### src/design/dsa_pkg.sv
// constants for the dual-slope converter control block
//
// Contract
// - Writing one to the run bit clears the converter state and starts a new conversion.
// - The result is a 13-bit magnitude count plus a separate polarity sign bit.
// - The readout-invalid bit reads one when the count just read is not valid, zero when valid.
// - At the end of reverse integration the done flag sets and an interrupt is requested if enabled.
// - The done interrupt enable bit blocks the request at zero and allows it at one.
// - The done flag sets regardless of the enable and clears as a side effect of being read.
// - Reset or switch-off may spuriously set the done flag, so software reads it then to clear it.
// - The resolution select picks full scale and time: code 00 longest, each higher code halves; code 11 here gives 820 counts, not 819.
// - The ground drive field selects external ground at 00, or internal drive x1, x2, x4.
package dsa_pkg;
  localparam logic [7:0] DONE_FLAG_ADDR  = 8'hc4;
  localparam logic [7:0] IRQ_EN_ADDR     = 8'hc8;
  localparam logic [7:0] GND_REF_ADDR    = 8'hf0;
  localparam logic [7:0] RES_SEL_ADDR    = 8'hf3;
  localparam logic [7:0] IN_MODE_ADDR    = 8'hf4;
  localparam logic [7:0] AIN_EN_ADDR     = 8'hf5;
  localparam logic [7:0] RUN_CTRL_ADDR   = 8'hf6;
  localparam logic [7:0] CNT0_ADDR       = 8'hf7;
  localparam logic [7:0] CNT1_ADDR       = 8'hf8;
  localparam logic [7:0] CNT2_ADDR       = 8'hf9;
  localparam logic [7:0] CNT3_ADDR       = 8'hfa;
  localparam logic [7:0] INVALID_ADDR    = 8'hfb;
  localparam int         DONE_FLAG_BIT   = 0;
  localparam int         IRQ_EN_BIT      = 2;
  localparam int         RUN_BIT         = 3;
  localparam int         AIN4_BIT        = 0;
  localparam int         SIGN_BIT        = 1;
  localparam int         COUNT_W         = 13;
  localparam logic [3:0] NIBBLE_RESET    = 4'h0;
  localparam logic [12:0] FULL_SCALE_MAX = 13'h1998; // 6552 counts
  localparam logic [12:0] FULL_SCALE_MIN = 13'h0334; // 820 counts
  localparam int         RAMP_MULT       = 2;   // reference phase vs full scale
  localparam int         STEP_DIV        = 8;   // clocks per count step
  typedef enum logic [1:0] {
    DSA_IDLE,
    DSA_FORWARD,
    DSA_REVERSE
  } dsa_state_t;
endpackage

### src/design/dsa_step_div.sv
// divider producing the count step enable
`timescale 1ns/10ps
module dsa_step_div #(
  parameter int DIV = dsa_pkg::STEP_DIV
) (
  input  wire logic ref_clk_i,
  input  wire logic reset_i,
  input  wire logic clear_i,
  output logic      step_o
);
  localparam int W = (DIV > 1) ? $clog2(DIV) : 1;
  logic [W-1:0] cnt;
  logic [W-1:0] next_cnt;
  logic         next_step;

  always_comb begin
    next_step = 1'b0;
    next_cnt  = cnt + 1'b1;
    if (clear_i) begin
      next_cnt = '0;
    end else if (cnt == W'(DIV - 1)) begin
      next_cnt  = '0;
      next_step = 1'b1;
    end
  end

  always_ff @(posedge ref_clk_i or posedge reset_i) begin
    if (reset_i) begin
      cnt    <= '0;
      step_o <= 1'b0;
    end else begin
      cnt    <= next_cnt;
      step_o <= next_step;
    end
  end
endmodule

### src/design/dsa_ctrl.sv
// dual-slope converter sequencer and register file
`timescale 1ns/10ps
module dsa_ctrl #(
  parameter int STEP_DIV = dsa_pkg::STEP_DIV
) (
  input  wire logic        ref_clk_i,
  input  wire logic        reset_i,
  input  wire logic [7:0]  addr_i,
  input  wire logic        wr_i,
  input  wire logic        rd_i,
  input  wire logic [3:0]  wdata_i,
  output logic      [3:0]  rdata_o,
  input  wire logic        comparator_i,
  input  wire logic        polarity_i,
  output logic             irq_o,
  output logic             integrate_o,
  output logic             reverse_o,
  output logic      [1:0]  ground_drive_o,
  output logic      [1:0]  vref_ctrl_o,
  output logic      [3:0]  input_mode_o,
  output logic      [4:0]  analog_input_enable_o,
  output logic      [1:0]  resolution_o
);
  // configuration, result and sequencer registers
  logic [3:0]  gnd_ref;
  logic [1:0]  res_sel;
  logic [3:0]  in_mode;
  logic [4:0]  ain_en;
  logic        converter_run;
  logic        done_irq_en;
  logic        convert_done_flag;
  logic [12:0] conversion_count;
  logic        polarity_sign;
  logic        readout_invalid;
  logic [12:0] counter;
  dsa_pkg::dsa_state_t state;

  logic [3:0]  next_gnd_ref;
  logic [1:0]  next_res_sel;
  logic [3:0]  next_in_mode;
  logic [4:0]  next_ain_en;
  logic        next_converter_run;
  logic        next_done_irq_en;
  logic        next_convert_done_flag;
  logic [12:0] next_conversion_count;
  logic        next_polarity_sign;
  logic        next_readout_invalid;
  logic [12:0] next_counter;
  dsa_pkg::dsa_state_t next_state;
  logic [3:0]  next_rdata;
  logic        next_irq;

  logic        step;
  logic        run_start;
  logic        reverse_end;
  logic [12:0] full_scale;

  assign run_start = wr_i && addr_i == dsa_pkg::RUN_CTRL_ADDR
                     && wdata_i[dsa_pkg::RUN_BIT];
  // halving per code keeps the count step fixed; the top code is one over
  assign full_scale = (res_sel == 2'h3) ? dsa_pkg::FULL_SCALE_MIN
                      : dsa_pkg::FULL_SCALE_MAX >> res_sel;
  assign reverse_end = state == dsa_pkg::DSA_REVERSE && step
                       && (comparator_i || counter == full_scale);

  dsa_step_div #(
    .DIV (STEP_DIV)
  ) u_div (
    .ref_clk_i (ref_clk_i),
    .reset_i   (reset_i),
    .clear_i   (run_start),
    .step_o    (step)
  );

  // register writes
  always_comb begin
    next_gnd_ref       = gnd_ref;
    next_res_sel       = res_sel;
    next_in_mode       = in_mode;
    next_ain_en        = ain_en;
    next_converter_run = converter_run;
    next_done_irq_en   = done_irq_en;
    if (wr_i) begin
      unique case (addr_i)
        dsa_pkg::GND_REF_ADDR: next_gnd_ref = wdata_i;
        dsa_pkg::RES_SEL_ADDR: next_res_sel = wdata_i[1:0];
        dsa_pkg::IN_MODE_ADDR: next_in_mode = wdata_i;
        dsa_pkg::AIN_EN_ADDR:  next_ain_en[3:0] = wdata_i;
        dsa_pkg::RUN_CTRL_ADDR: begin
          next_converter_run = wdata_i[dsa_pkg::RUN_BIT];
          next_ain_en[4]     = wdata_i[dsa_pkg::AIN4_BIT];
        end
        dsa_pkg::IRQ_EN_ADDR:
          next_done_irq_en = wdata_i[dsa_pkg::IRQ_EN_BIT];
        default: ;
      endcase
    end
  end

  // sequencer: forward over full scale, then reverse until comparator trips or full scale is reached
  always_comb begin
    next_state            = state;
    next_counter          = counter;
    next_conversion_count = conversion_count;
    next_polarity_sign    = polarity_sign;
    next_readout_invalid  = readout_invalid;
    if (run_start) begin
      next_state            = dsa_pkg::DSA_FORWARD;
      next_counter          = '0;
      next_conversion_count = '0;
      next_polarity_sign    = 1'b0;
      next_readout_invalid  = 1'b0;
    end else if (!converter_run) begin
      next_state = dsa_pkg::DSA_IDLE;
    end else if (step) begin
      unique case (state)
        dsa_pkg::DSA_IDLE: ;
        dsa_pkg::DSA_FORWARD: begin
          if (counter == full_scale) begin
            next_state         = dsa_pkg::DSA_REVERSE;
            next_counter       = '0;
            next_polarity_sign = polarity_i;
          end else begin
            next_counter = counter + 13'h0001;
          end
        end
        dsa_pkg::DSA_REVERSE: begin
          if (reverse_end) begin
            next_conversion_count = counter;
            // no comparator trip within full scale means over range
            next_readout_invalid  = !comparator_i;
            next_state            = dsa_pkg::DSA_FORWARD;
            next_counter          = '0;
          end else begin
            next_counter = counter + 13'h0001;
          end
        end
      endcase
    end
  end

  // done flag: a set in the read cycle wins over the clear
  always_comb begin
    next_convert_done_flag = convert_done_flag;
    if (rd_i && addr_i == dsa_pkg::DONE_FLAG_ADDR) begin
      next_convert_done_flag = 1'b0;
    end
    if (reverse_end && !run_start && converter_run) begin
      next_convert_done_flag = 1'b1;
    end
    next_irq = next_convert_done_flag && next_done_irq_en;
  end

  // read mux, registered
  always_comb begin
    next_rdata = 4'h0;
    if (rd_i) begin
      unique case (addr_i)
        dsa_pkg::DONE_FLAG_ADDR: next_rdata = {3'h0, convert_done_flag};
        dsa_pkg::IRQ_EN_ADDR:
          next_rdata = {1'b0, done_irq_en, 2'h0};
        dsa_pkg::GND_REF_ADDR:  next_rdata = gnd_ref;
        dsa_pkg::RES_SEL_ADDR:  next_rdata = {2'h0, res_sel};
        dsa_pkg::IN_MODE_ADDR:  next_rdata = in_mode;
        dsa_pkg::AIN_EN_ADDR:   next_rdata = ain_en[3:0];
        dsa_pkg::RUN_CTRL_ADDR:
          next_rdata = {converter_run, 2'h0, ain_en[4]};
        dsa_pkg::CNT0_ADDR: next_rdata = conversion_count[3:0];
        dsa_pkg::CNT1_ADDR: next_rdata = conversion_count[7:4];
        dsa_pkg::CNT2_ADDR: next_rdata = conversion_count[11:8];
        dsa_pkg::CNT3_ADDR:
          next_rdata = {2'h0, polarity_sign, conversion_count[12]};
        dsa_pkg::INVALID_ADDR: next_rdata = {3'h0, readout_invalid};
        default: next_rdata = 4'h0;
      endcase
    end
  end

  always_ff @(posedge ref_clk_i or posedge reset_i) begin
    if (reset_i) begin
      gnd_ref               <= dsa_pkg::NIBBLE_RESET;
      res_sel               <= 2'h0;
      in_mode               <= dsa_pkg::NIBBLE_RESET;
      ain_en                <= 5'h00;
      converter_run         <= 1'b0;
      done_irq_en           <= 1'b0;
      convert_done_flag     <= 1'b0;
      conversion_count      <= 13'h0000;
      polarity_sign         <= 1'b0;
      readout_invalid       <= 1'b0;
      counter               <= 13'h0000;
      state                 <= dsa_pkg::DSA_IDLE;
      rdata_o               <= 4'h0;
      irq_o                 <= 1'b0;
      integrate_o           <= 1'b0;
      reverse_o             <= 1'b0;
      ground_drive_o        <= 2'h0;
      vref_ctrl_o           <= 2'h0;
      input_mode_o          <= 4'h0;
      analog_input_enable_o <= 5'h00;
      resolution_o          <= 2'h0;
    end else begin
      gnd_ref               <= next_gnd_ref;
      res_sel               <= next_res_sel;
      in_mode               <= next_in_mode;
      ain_en                <= next_ain_en;
      converter_run         <= next_converter_run;
      done_irq_en           <= next_done_irq_en;
      convert_done_flag     <= next_convert_done_flag;
      conversion_count      <= next_conversion_count;
      polarity_sign         <= next_polarity_sign;
      readout_invalid       <= next_readout_invalid;
      counter               <= next_counter;
      state                 <= next_state;
      rdata_o               <= next_rdata;
      irq_o                 <= next_irq;
      integrate_o           <= next_state != dsa_pkg::DSA_IDLE;
      reverse_o             <= next_state == dsa_pkg::DSA_REVERSE;
      ground_drive_o        <= next_gnd_ref[3:2];
      vref_ctrl_o           <= next_gnd_ref[1:0];
      input_mode_o          <= next_in_mode;
      analog_input_enable_o <= next_ain_en;
      resolution_o          <= next_res_sel;
    end
  end
endmodule

### config.mk
export PLATFORM = sky130hd
export DESIGN_NAME = dsa_ctrl
export DESIGN_NICKNAME = d
export VERILOG_FILES = /design/src/design/dsa_pkg.sv /design/src/design/dsa_step_div.sv /design/src/design/dsa_ctrl.sv
export SDC_FILE = /design/constraint.sdc
export NUM_CORES = 1
export LEC_CHECK = 0
export BUFFER_PORTS_ARGS = -buffer_cell sky130_fd_sc_hd__clkbuf_2
export CAP_MARGIN = 20
export CORE_ASPECT_RATIO = 0.9
export CORE_MARGIN = 2
export CORE_UTILIZATION = 60
export CTS_CLUSTER_DIAMETER = 60
export DETAILED_ROUTE_END_ITERATION = 6
export GPL_ROUTABILITY_DRIVEN = 1
export PLACE_DENSITY = 0.9
export SYNTH_ARGS = -nofsm -noshare
export SYNTH_HDL_FRONTEND = slang
export SYNTH_SLANG_ARGS = --single-unit
### constraint.sdc
create_clock -name ref_clk_i -period 4.5 [get_ports ref_clk_i]
set_input_delay 0.9 -clock ref_clk_i [delete_from_list [all_inputs] [get_ports ref_clk_i]]
set_output_delay 0.9 -clock ref_clk_i [all_outputs]
set_load 0.02 [all_outputs]
==> impl_results.md, run 1 <==
- Post-DR wirelength/cell: between 15 and 20 um
- CP Data Arrival Time: roughly 3 ns
- Pleak: 1.72 nW
- Initial Util: 61.3%
- Setup TNS Final: 0 ns
- Worst Setup SP: res_sel[1]$_DFFE_PP0P_
- Global Route met3 Usage: 6.93%
- IO Count: 40
- H-tree levels: 3
- Die Width: roughly 81 um
- Cells on worst reg2reg path: 8
- Final total power: 0.00125 W
- Max Slew Vio Count: 0
- Top post-synthesis cells by area: dfrtp_1 (47%), mux2_2 (5.7%), nand2_1 (4.9%)
- Area leader, netlist: dfrtp_1
- Number of diodes: 0
- Core ar.: 0.00516 mm2
- Crit path kind: reg2reg
- Post-cts resize count: 0
- Relative slew slack: 33.8%
- Largest net degree at the start of global routing: 60
- Tot GR Track Use: between 20% and 30%
- GRT met1 Usage: 37.6%
- Yosys cell types: 59
- Die height: between 70 and 80 um
- Die area: between 0.005 and 0.006 mm2
- Post-synth top area share: between 40% and 50%
- Post-synth top flop: dfrtp_1
- Unrepaired setup endpoints after global routing: false
- EDFF count, synth: 0
- Ys Warns: 0
- Final Skew: ~0.0090 ns
- Ys async rst share: 100%
- Count leader, synth: dfrtp_1
- CP max FO: 12
- I/O Buffers: 39
- Setup bufs post-CTS: 0
- Cts hold-fix bufs: 0
- Worst-Margin Slew: 0.993 ns
- Largest buffer count on any clock path: 2
- MaxCap Viol Count: 0
- Post-Syn Nets: 347
- Most frequent cells after synthesis: dfrtp_1 (59), nand2_1 (41), nand3_1 (26), mux2_2 (16), nor2_1 (16)
- Reg2Reg Launch Point: res_sel[1]$_DFFE_PP0P_
- Total wire length: around 7500 um
- Global placement routability congestion: 0.918
- Final Hold Vio Count: 0
- Reg clk slew, reported paths: 0.07 ns
- Worst skew pair latency: 0.35 ns
- Antenna violations before repair: 0
- Post-Route Utilization: 70.4%
- Max IR drop VDD: 0.249 mV
- Net count reported at finish: 384
- Detailed placement HPWL: roughly 5100 um
- CTS tree: done
- Remaining DRCs: 0
- Fillers: 387
- Pwr dens: 345 mW/mm2
- Gate Count Post-Synth: roughly 320
- Syn_area_per_cell: ~10 um2
- Sequential fraction of the synthesis area: 46.6%
- Type of the most critical hold path: reg2reg
- CTS sink count: 59
- Vias per inst: 6.29
- Vias in the first global route: 2578
- Final setup vio count: 0
- Area grow syn2layout: 14.7%
- ANT nets after route: 0
- GRT busiest layer: met2
- Vias post-DR: 2705
- Fin crit share: 62.0%
- Num rows: 25
- M2 GR Usage: 43.9%
- Initial DRT Pass Iterations: 5
- Root Driver: clkbuf_8
- Critical path data required time: 4.73 ns
- Fmax achieved: 0.358 GHz
- Initial DRC count: 261
- Share of cells above drive strength 1: 22.6%
- First-pass GRT wire length: 12200 um
- Cell Area, Synth: around 0.0032 mm2
- WHS Path Cells: 1
- Total gr overflow: 0
- Synthesis-stage register bit count: 59
- Status: finished clean
- Crit path time final: 2.79 ns
- Num CTS Buffers: 9
- Crit. End Element: flop
- Startpoint Class: flop
- Hold Crit Start: u_div.cnt[0]$_DFF_PP0_
==> cells in the final DEF (no fill, tap or decap), drive strengths merged, types with 8 or more instances in the layout <==
master | synthesis | routed
dfrtp | 59 | 59
clkbuf | 10 | 48
nand2 | 41 | 41
o21ai | 29 | 29
nand3 | 26 | 26
nor2 | 17 | 17
mux2 | 17 | 17
mux2i | 10 | 10
inv | 9 | 9
ha | 8 | 8
==> area by class of cell <==
cell class              instances  area, um2  share of cell area (%)
clock buffers                   9        124                    3.41
clock inverters                 7        116                    3.20
inverters                       9       33.8                   0.930
multi-input cells             238       1590                    43.7
flip-flops and latches         59       1480                    40.6
well taps                      67       83.8                    2.31
repair buffers                 41        210                    5.79
==> worst max-delay path: stages (launching register included) <==
cell      delay [ns]
dfrtp_1         0.51
inv_1           0.11
ha_1            0.20
or3b_1          0.37
a211o_1         0.37
a211oi_4        0.32
a2111o_1        0.40
nor3_1          0.11
a211o_1         0.29
==> layer usage <==
metal / wire (um) / part of all wire [%]
met1: 3220 / 43
met2: 3550 / 48
met3: 526 / 7.1
met4: 163 / 2.2
met5: 0 / 0
==> flip-flops by register name, summed over array words and instances, names as in the netlist <==
| register | flops |
|---|---|
| polarity_sign | 1 |
| readout_invalid | 1 |
| converter_run | 1 |
| state | 2 |
| u_div.cnt | 3 |
| in_mode | 4 |
| convert_done_flag | 1 |
| reverse_o | 1 |
| done_irq_en | 1 |
| res_sel | 2 |
| u_div.step_o | 1 |
| rdata_o | 4 |
| integrate_o | 1 |
| conversion_count | 13 |
| counter | 13 |
| irq_o | 1 |
| ain_en | 5 |
| gnd_ref | 4 |
==> cell families after synthesis <==
kind of cell / count (synthesis) / share of synthesized area, %
mux: 28 / 9.92
simple gates: 132 / 22.0
compound gates: 66 / 14.0
flops: 59 / 46.6
fa+ha+maj: 8 / 3.16
buf+inv: 24 / 3.20
xor+xnor: 4 / 1.11
==> report_power, final <==
part | internal (W) | switching, W | leakage [nW] | total (W)
registers | 0.000551 | 0.0000199 | 0.769 | 0.000571
clock network | 0.000366 | 0.000219 | 0.119 | 0.000586
logic | 0.0000371 | 0.0000586 | 0.835 | 0.0000957
total | 0.000954 | 0.000298 | 1.72 | 0.00125
==> per-stage QoR <==
step	hold WS [ns]	area [um2]	instances	worst slack (ns)
5_1_grt	0.466	3630	430	1.58
6_report	0.454	3630	430	1.71
3_5_place_dp	0.450	3390	414	1.57
2_1_floorplan	0.415	3170	321	1.98
4_1_cts	0.458	3630	430	1.74
3_3_place_gp	0.432	3390	414	1.68
==> final timing paths <==
path | slack [ns] | to
worst max-delay path | 1.71 | counter[4]$_DFFE_PP0P_
worst min-delay path | 0.45 | u_div.cnt[0]$_DFF_PP0_
worst max register to register | 1.71 | counter[4]$_DFFE_PP0P_
worst min register to register | 0.45 | u_div.cnt[0]$_DFF_PP0_
max in group asynchronous | 3.24 | counter[2]$_DFFE_PP0P_
min in group asynchronous | 0.72 | res_sel[1]$_DFFE_PP0P_
(Power assumes the default switching activity.)
==> run 2, diff against run 1 <==
Settings changed: ABC_AREA set to 1, CORE_UTILIZATION 60 to 58, PLACE_DENSITY 0.9 to 0.88.
Clock period 4.5 ns to 2.65 ns, I/O delays scaled along.
==> impl_results.md, run 2 <==
- Top Metal Used: met4 (unchanged)
- Detailed placement HPWL: 5950 um (was 5140 um)
- Crit-path max cell delay: 0.44 ns (was 0.51 ns)
- Worst-Margin Slew: 0.552 ns (was 0.993 ns)
- Ys async rst share: 100% (unchanged)
- Crit. End Element: flop (unchanged)
- Post-Syn Nets: 452 (was 347)
- Setup TNS Final: 0 ns (unchanged)
- Sequential fraction of the synthesis area: 44.4% (was 46.6%)
- MaxCap Viol Count: 0 (unchanged)
- Cell Area, Synth: 0.00333 mm2 (was 0.00317 mm2)
- Area grow syn2layout: 13.8% (was 14.7%)
- I/O Buffers: 39 (unchanged)
- Antenna violations before repair: 0 (unchanged)
- Final Hold Vio Count: 0 (unchanged)
- Global placement routability congestion: 0.914 (was 0.918)
- Unrepaired setup endpoints after global routing: false (unchanged)
- Synthesis-stage register bit count: 59 (unchanged)
- Initial DRC count: 267 (was 261)
- Remaining DRCs: 0 (unchanged)
- Seq pwr share: 47.6% (was 45.6%)
- Vias in the first global route: 2938 (was 2578)
- Core ar.: 0.00560 mm2 (was 0.00516 mm2)
- Yosys cell types: 34 (was 59)
- Most frequent cells after synthesis: nand2_1 (120), dfrtp_1 (59), inv_1 (53), nor2_1 (46), nand3_1 (35) (was dfrtp_1 (59), nand2_1 (41), nand3_1 (26), mux2_2 (16), nor2_1 (16))
- Post-cts resize count: 0 (unchanged)
- Setup bufs post-CTS: 0 (unchanged)
- ANT nets after route: 0 (unchanged)
- CTS sink count: 59 (unchanged)
- Top post-synthesis cells by area: dfrtp_1 (44%), nand2_1 (14%), inv_1 (6.0%) (was dfrtp_1 (47%), mux2_2 (5.7%), nand2_1 (4.9%))
- Total gr overflow: 0 (unchanged)
- Post-synth top area share: 44.4% (was 46.6%)
- Gate Count Post-Synth: 426 (was 321)
- Crit path kind: reg2reg (unchanged)
- CTS tree: done (unchanged)
- Met3 WL: 389 um (was 526 um)
- Area leader, netlist: dfrtp_1 (unchanged)
- EDFF count, synth: 0 (unchanged)
- Tot GR Track Use: 27.4% (was 28.0%)
- Most used cell, CP: nor2_1 (was a211o_1)
- Share of cells above drive strength 1: 19.9% (was 22.6%)
- Most common cell after layout, fill and taps aside: nand2_1 (was dfrtp_1)
- Fin crit share: 79.1% (was 62.0%)
- Fmax achieved: 0.477 GHz (was 0.358 GHz)
- Number of diodes: 0 (unchanged)
- Register area: 0.00148 mm2 (unchanged)
- Relative slew slack: 62.9% (was 33.8%)
- Initial DRT Pass Iterations: 7 (was 5)
- Post-Route Utilization: 67.7% (was 70.4%)
- Final setup vio count: 0 (unchanged)
- CP max FO: 8 (was 12)
- CP max stage cell: dfrtp_1 (unchanged)
- Cell Area, Placed: 0.00359 mm2 (was 0.00339 mm2)
- Max Slew Vio Count: 0 (unchanged)
- Met2 WL post-DR: 3850 um (was 3550 um)
- Die area: 0.00636 mm2 (was 0.00587 mm2)
- Type of the most critical hold path: in2async (was reg2reg)
- Status: finished clean (unchanged)
- Net count reported at finish: 500 (was 384)
- Num CTS Buffers: 9 (unchanged)
- Clock Power Share: 41.0% (was 46.8%)
- Pleak: 2.05 nW (was 1.72 nW)
- Largest net degree at the start of global routing: 44 (was 60)
- IO Count: 40 (unchanged)
- Post-synth top flop: dfrtp_1 (unchanged)
- Finished Cell Area: 0.00379 mm2 (was 0.00363 mm2)
- Max IR drop VDD: 0.366 mV (was 0.249 mV)
- Multi-input combinational cell area: 0.00158 mm2 (was 0.00159 mm2)
- Post-DR wirelength/cell: 14.6 um (was 17.3 um)
- Reg clk slew, reported paths: 0.07 ns (about the same)
- Fillers: 491 (was 387)
- Finished Layout Cells: 548 (was 430)
- CP Data Arrival Time: 2.33 ns (was 3.02 ns)
- Biggest regs: conversion_count x13, counter x13, ain_en x5 (unchanged)
- Pwr dens: 536 mW/mm2 (was 345 mW/mm2)
- H-tree levels: 3 (unchanged)
- Vias per inst: 5.39 (was 6.29)
- Flop2flop setup slack: 0.55 ns (was 1.71 ns)
- Die height: 75.9 um (was 72.9 um)
- Cts hold-fix bufs: 0 (unchanged)
- Combinational cell fraction of total power: 11.4% (was 7.6%)
- Crit path time final: 2.10 ns (was 2.79 ns)
- Syn_area_per_cell: 7.81 um2 (was 9.86 um2)
- Root Driver: clkbuf_8 (unchanged)
- Vias post-DR: 2953 (was 2705)
- Commonest non-fill, non-tap cells in the layout: nand2_1 (120), dfrtp_1 (59), inv_1 (52), nor2_1 (46), clkbuf_2 (39) (was dfrtp_1 (59), nand2_1 (41), clkbuf_2 (39), nand3_1 (26))
- Final Skew: 0.00958 ns (was 0.00904 ns)
- Switching Share: 26.5% (was 23.8%)
- Int Power: 0.00149 W (was 0.000954 W)
- Largest buffer count on any clock path: 2 (unchanged)
- First-pass GRT wire length: 13400 um (was 12200 um)
- Num rows: 26 (was 25)
- Count leader, synth: nand2_1 (was dfrtp_1)
- Initial Util: 59.5% (was 61.3%)
- Ys Warns: 0 (unchanged)
- Worst skew pair latency: 0.35 ns (about the same)
- Total wire length: 7980 um (was 7460 um)
- Critical path, cell by cell: inv_1 -> ha_1 -> inv_1 -> nand3_1 -> nor2_1 -> nor2_1 -> nor2_1 -> nand2_2 -> nand2_4 -> nand2_2 -> nand3_2 -> nand2_2 -> inv_2 -> nor2_1 (was inv_1 -> ha_1 -> or3b_1 -> a211o_1 -> a211oi_4 -> a2111o_1 -> nor3_1 -> a211o_1)
- Net switching power: 0.000538 W (was 0.000298 W)
- Die Width: 83.9 um (was 80.6 um)
- Critical path data required time: 2.88 ns (was 4.73 ns)
- Startpoint Class: flop (unchanged)
- Met1 Routed Length: 3590 um (was 3220 um)
- Placed cell count: 533 (was 414)
-- run 2: changes by cell type in the layout (fill, tap and decap cells not counted), sizes merged, moves of 5 or more --
cell	before	now
mux2i	10	1
nor4	5	0
inv	9	61
nand2	41	130
mux2	17	0
and2	5	0
o22ai	1	7
nand3	26	37
o21ai	29	34
nor2	17	54
-- run 2: power by group through the flow --
| stage | clock, W | combinational (W) | sequential (W) |
|---|---|---|---|
| detailed placement | 0 | 0.000228 | 0.000981 |
| floorplan | 0 | 0.000148 | 0.000986 |
| CTS | 0.000841 | 0.000232 | 0.000964 |
| global placement | 0 | 0.000222 | 0.000979 |
| global route | 0.000883 | 0.000269 | 0.000969 |
| finish | 0.000832 | 0.000232 | 0.000965 |
-- run 2: cell type report --
type / instances / area share (%)
multi-input cells: 302 / 41.6
inverters: 61 / 6.11
flip-flops and latches: 59 / 39.0
repair buffers: 41 / 5.88
well taps: 70 / 2.31
clock inverters: 2 / 0.925
clock buffers: 13 / 4.20
-- run 2: final timing paths --
path	end	depth (start not counted)	start
max in group asynchronous	u_div.cnt[0]$_DFF_PP0_	3	reset_i
min in group ref_clk_i	readout_invalid$_DFFE_PP0P_	2	comparator_i
hold reg to reg	conversion_count[10]$_DFFE_PP0P_	2	conversion_count[10]$_DFFE_PP0P_
setup reg to reg	counter[10]$_DFFE_PP0P_	14	res_sel[1]$_DFFE_PP0P_
hold / removal	counter[3]$_DFFE_PP0P_	2	reset_i
setup / recovery	counter[10]$_DFFE_PP0P_	14	res_sel[1]$_DFFE_PP0P_
-- run 2: cells by family (layout without fill, tap and decap cells) --
group | after synthesis | count (layout) | share of synthesized area [%]
fa+ha+maj | 8 | 8 | 3.01
flops | 59 | 59 | 44.4
simple gates | 235 | 235 | 32.6
xor+xnor | 2 | 2 | 0.526
mux | 1 | 1 | 0.301
buf+inv | 65 | 117 | 8.31
compound gates | 56 | 56 | 10.9
-- run 2: worst max-delay path: cells and delay by family, from the launching register on --
kind / cells / cell delay, ns
DFF: 1 / 0.44
adders and majority gates: 1 / 0.32
and+or+nand+nor: 10 / 0.94
buffers and inverters: 3 / 0.28
-- run 2: metal layers --
layer  track usage (%)  vias to the layer above
li1                  -                     1457
met1              33.6                     1389
met2              47.5                       89
met3              6.83                       18
met4              11.6                        0
met5                 0                        -
-- run 2: metrics by stage --
step	setup slack, ns	total power [W]	hold WS, ns
floorplan	0.662	0.00113	0.453
CTS	0.564	0.00204	0.139
detailed placement	0.582	0.00121	0.473
global route	0.381	0.00212	0.169
global placement	0.669	0.00120	0.467
finish	0.553	0.00203	0.135
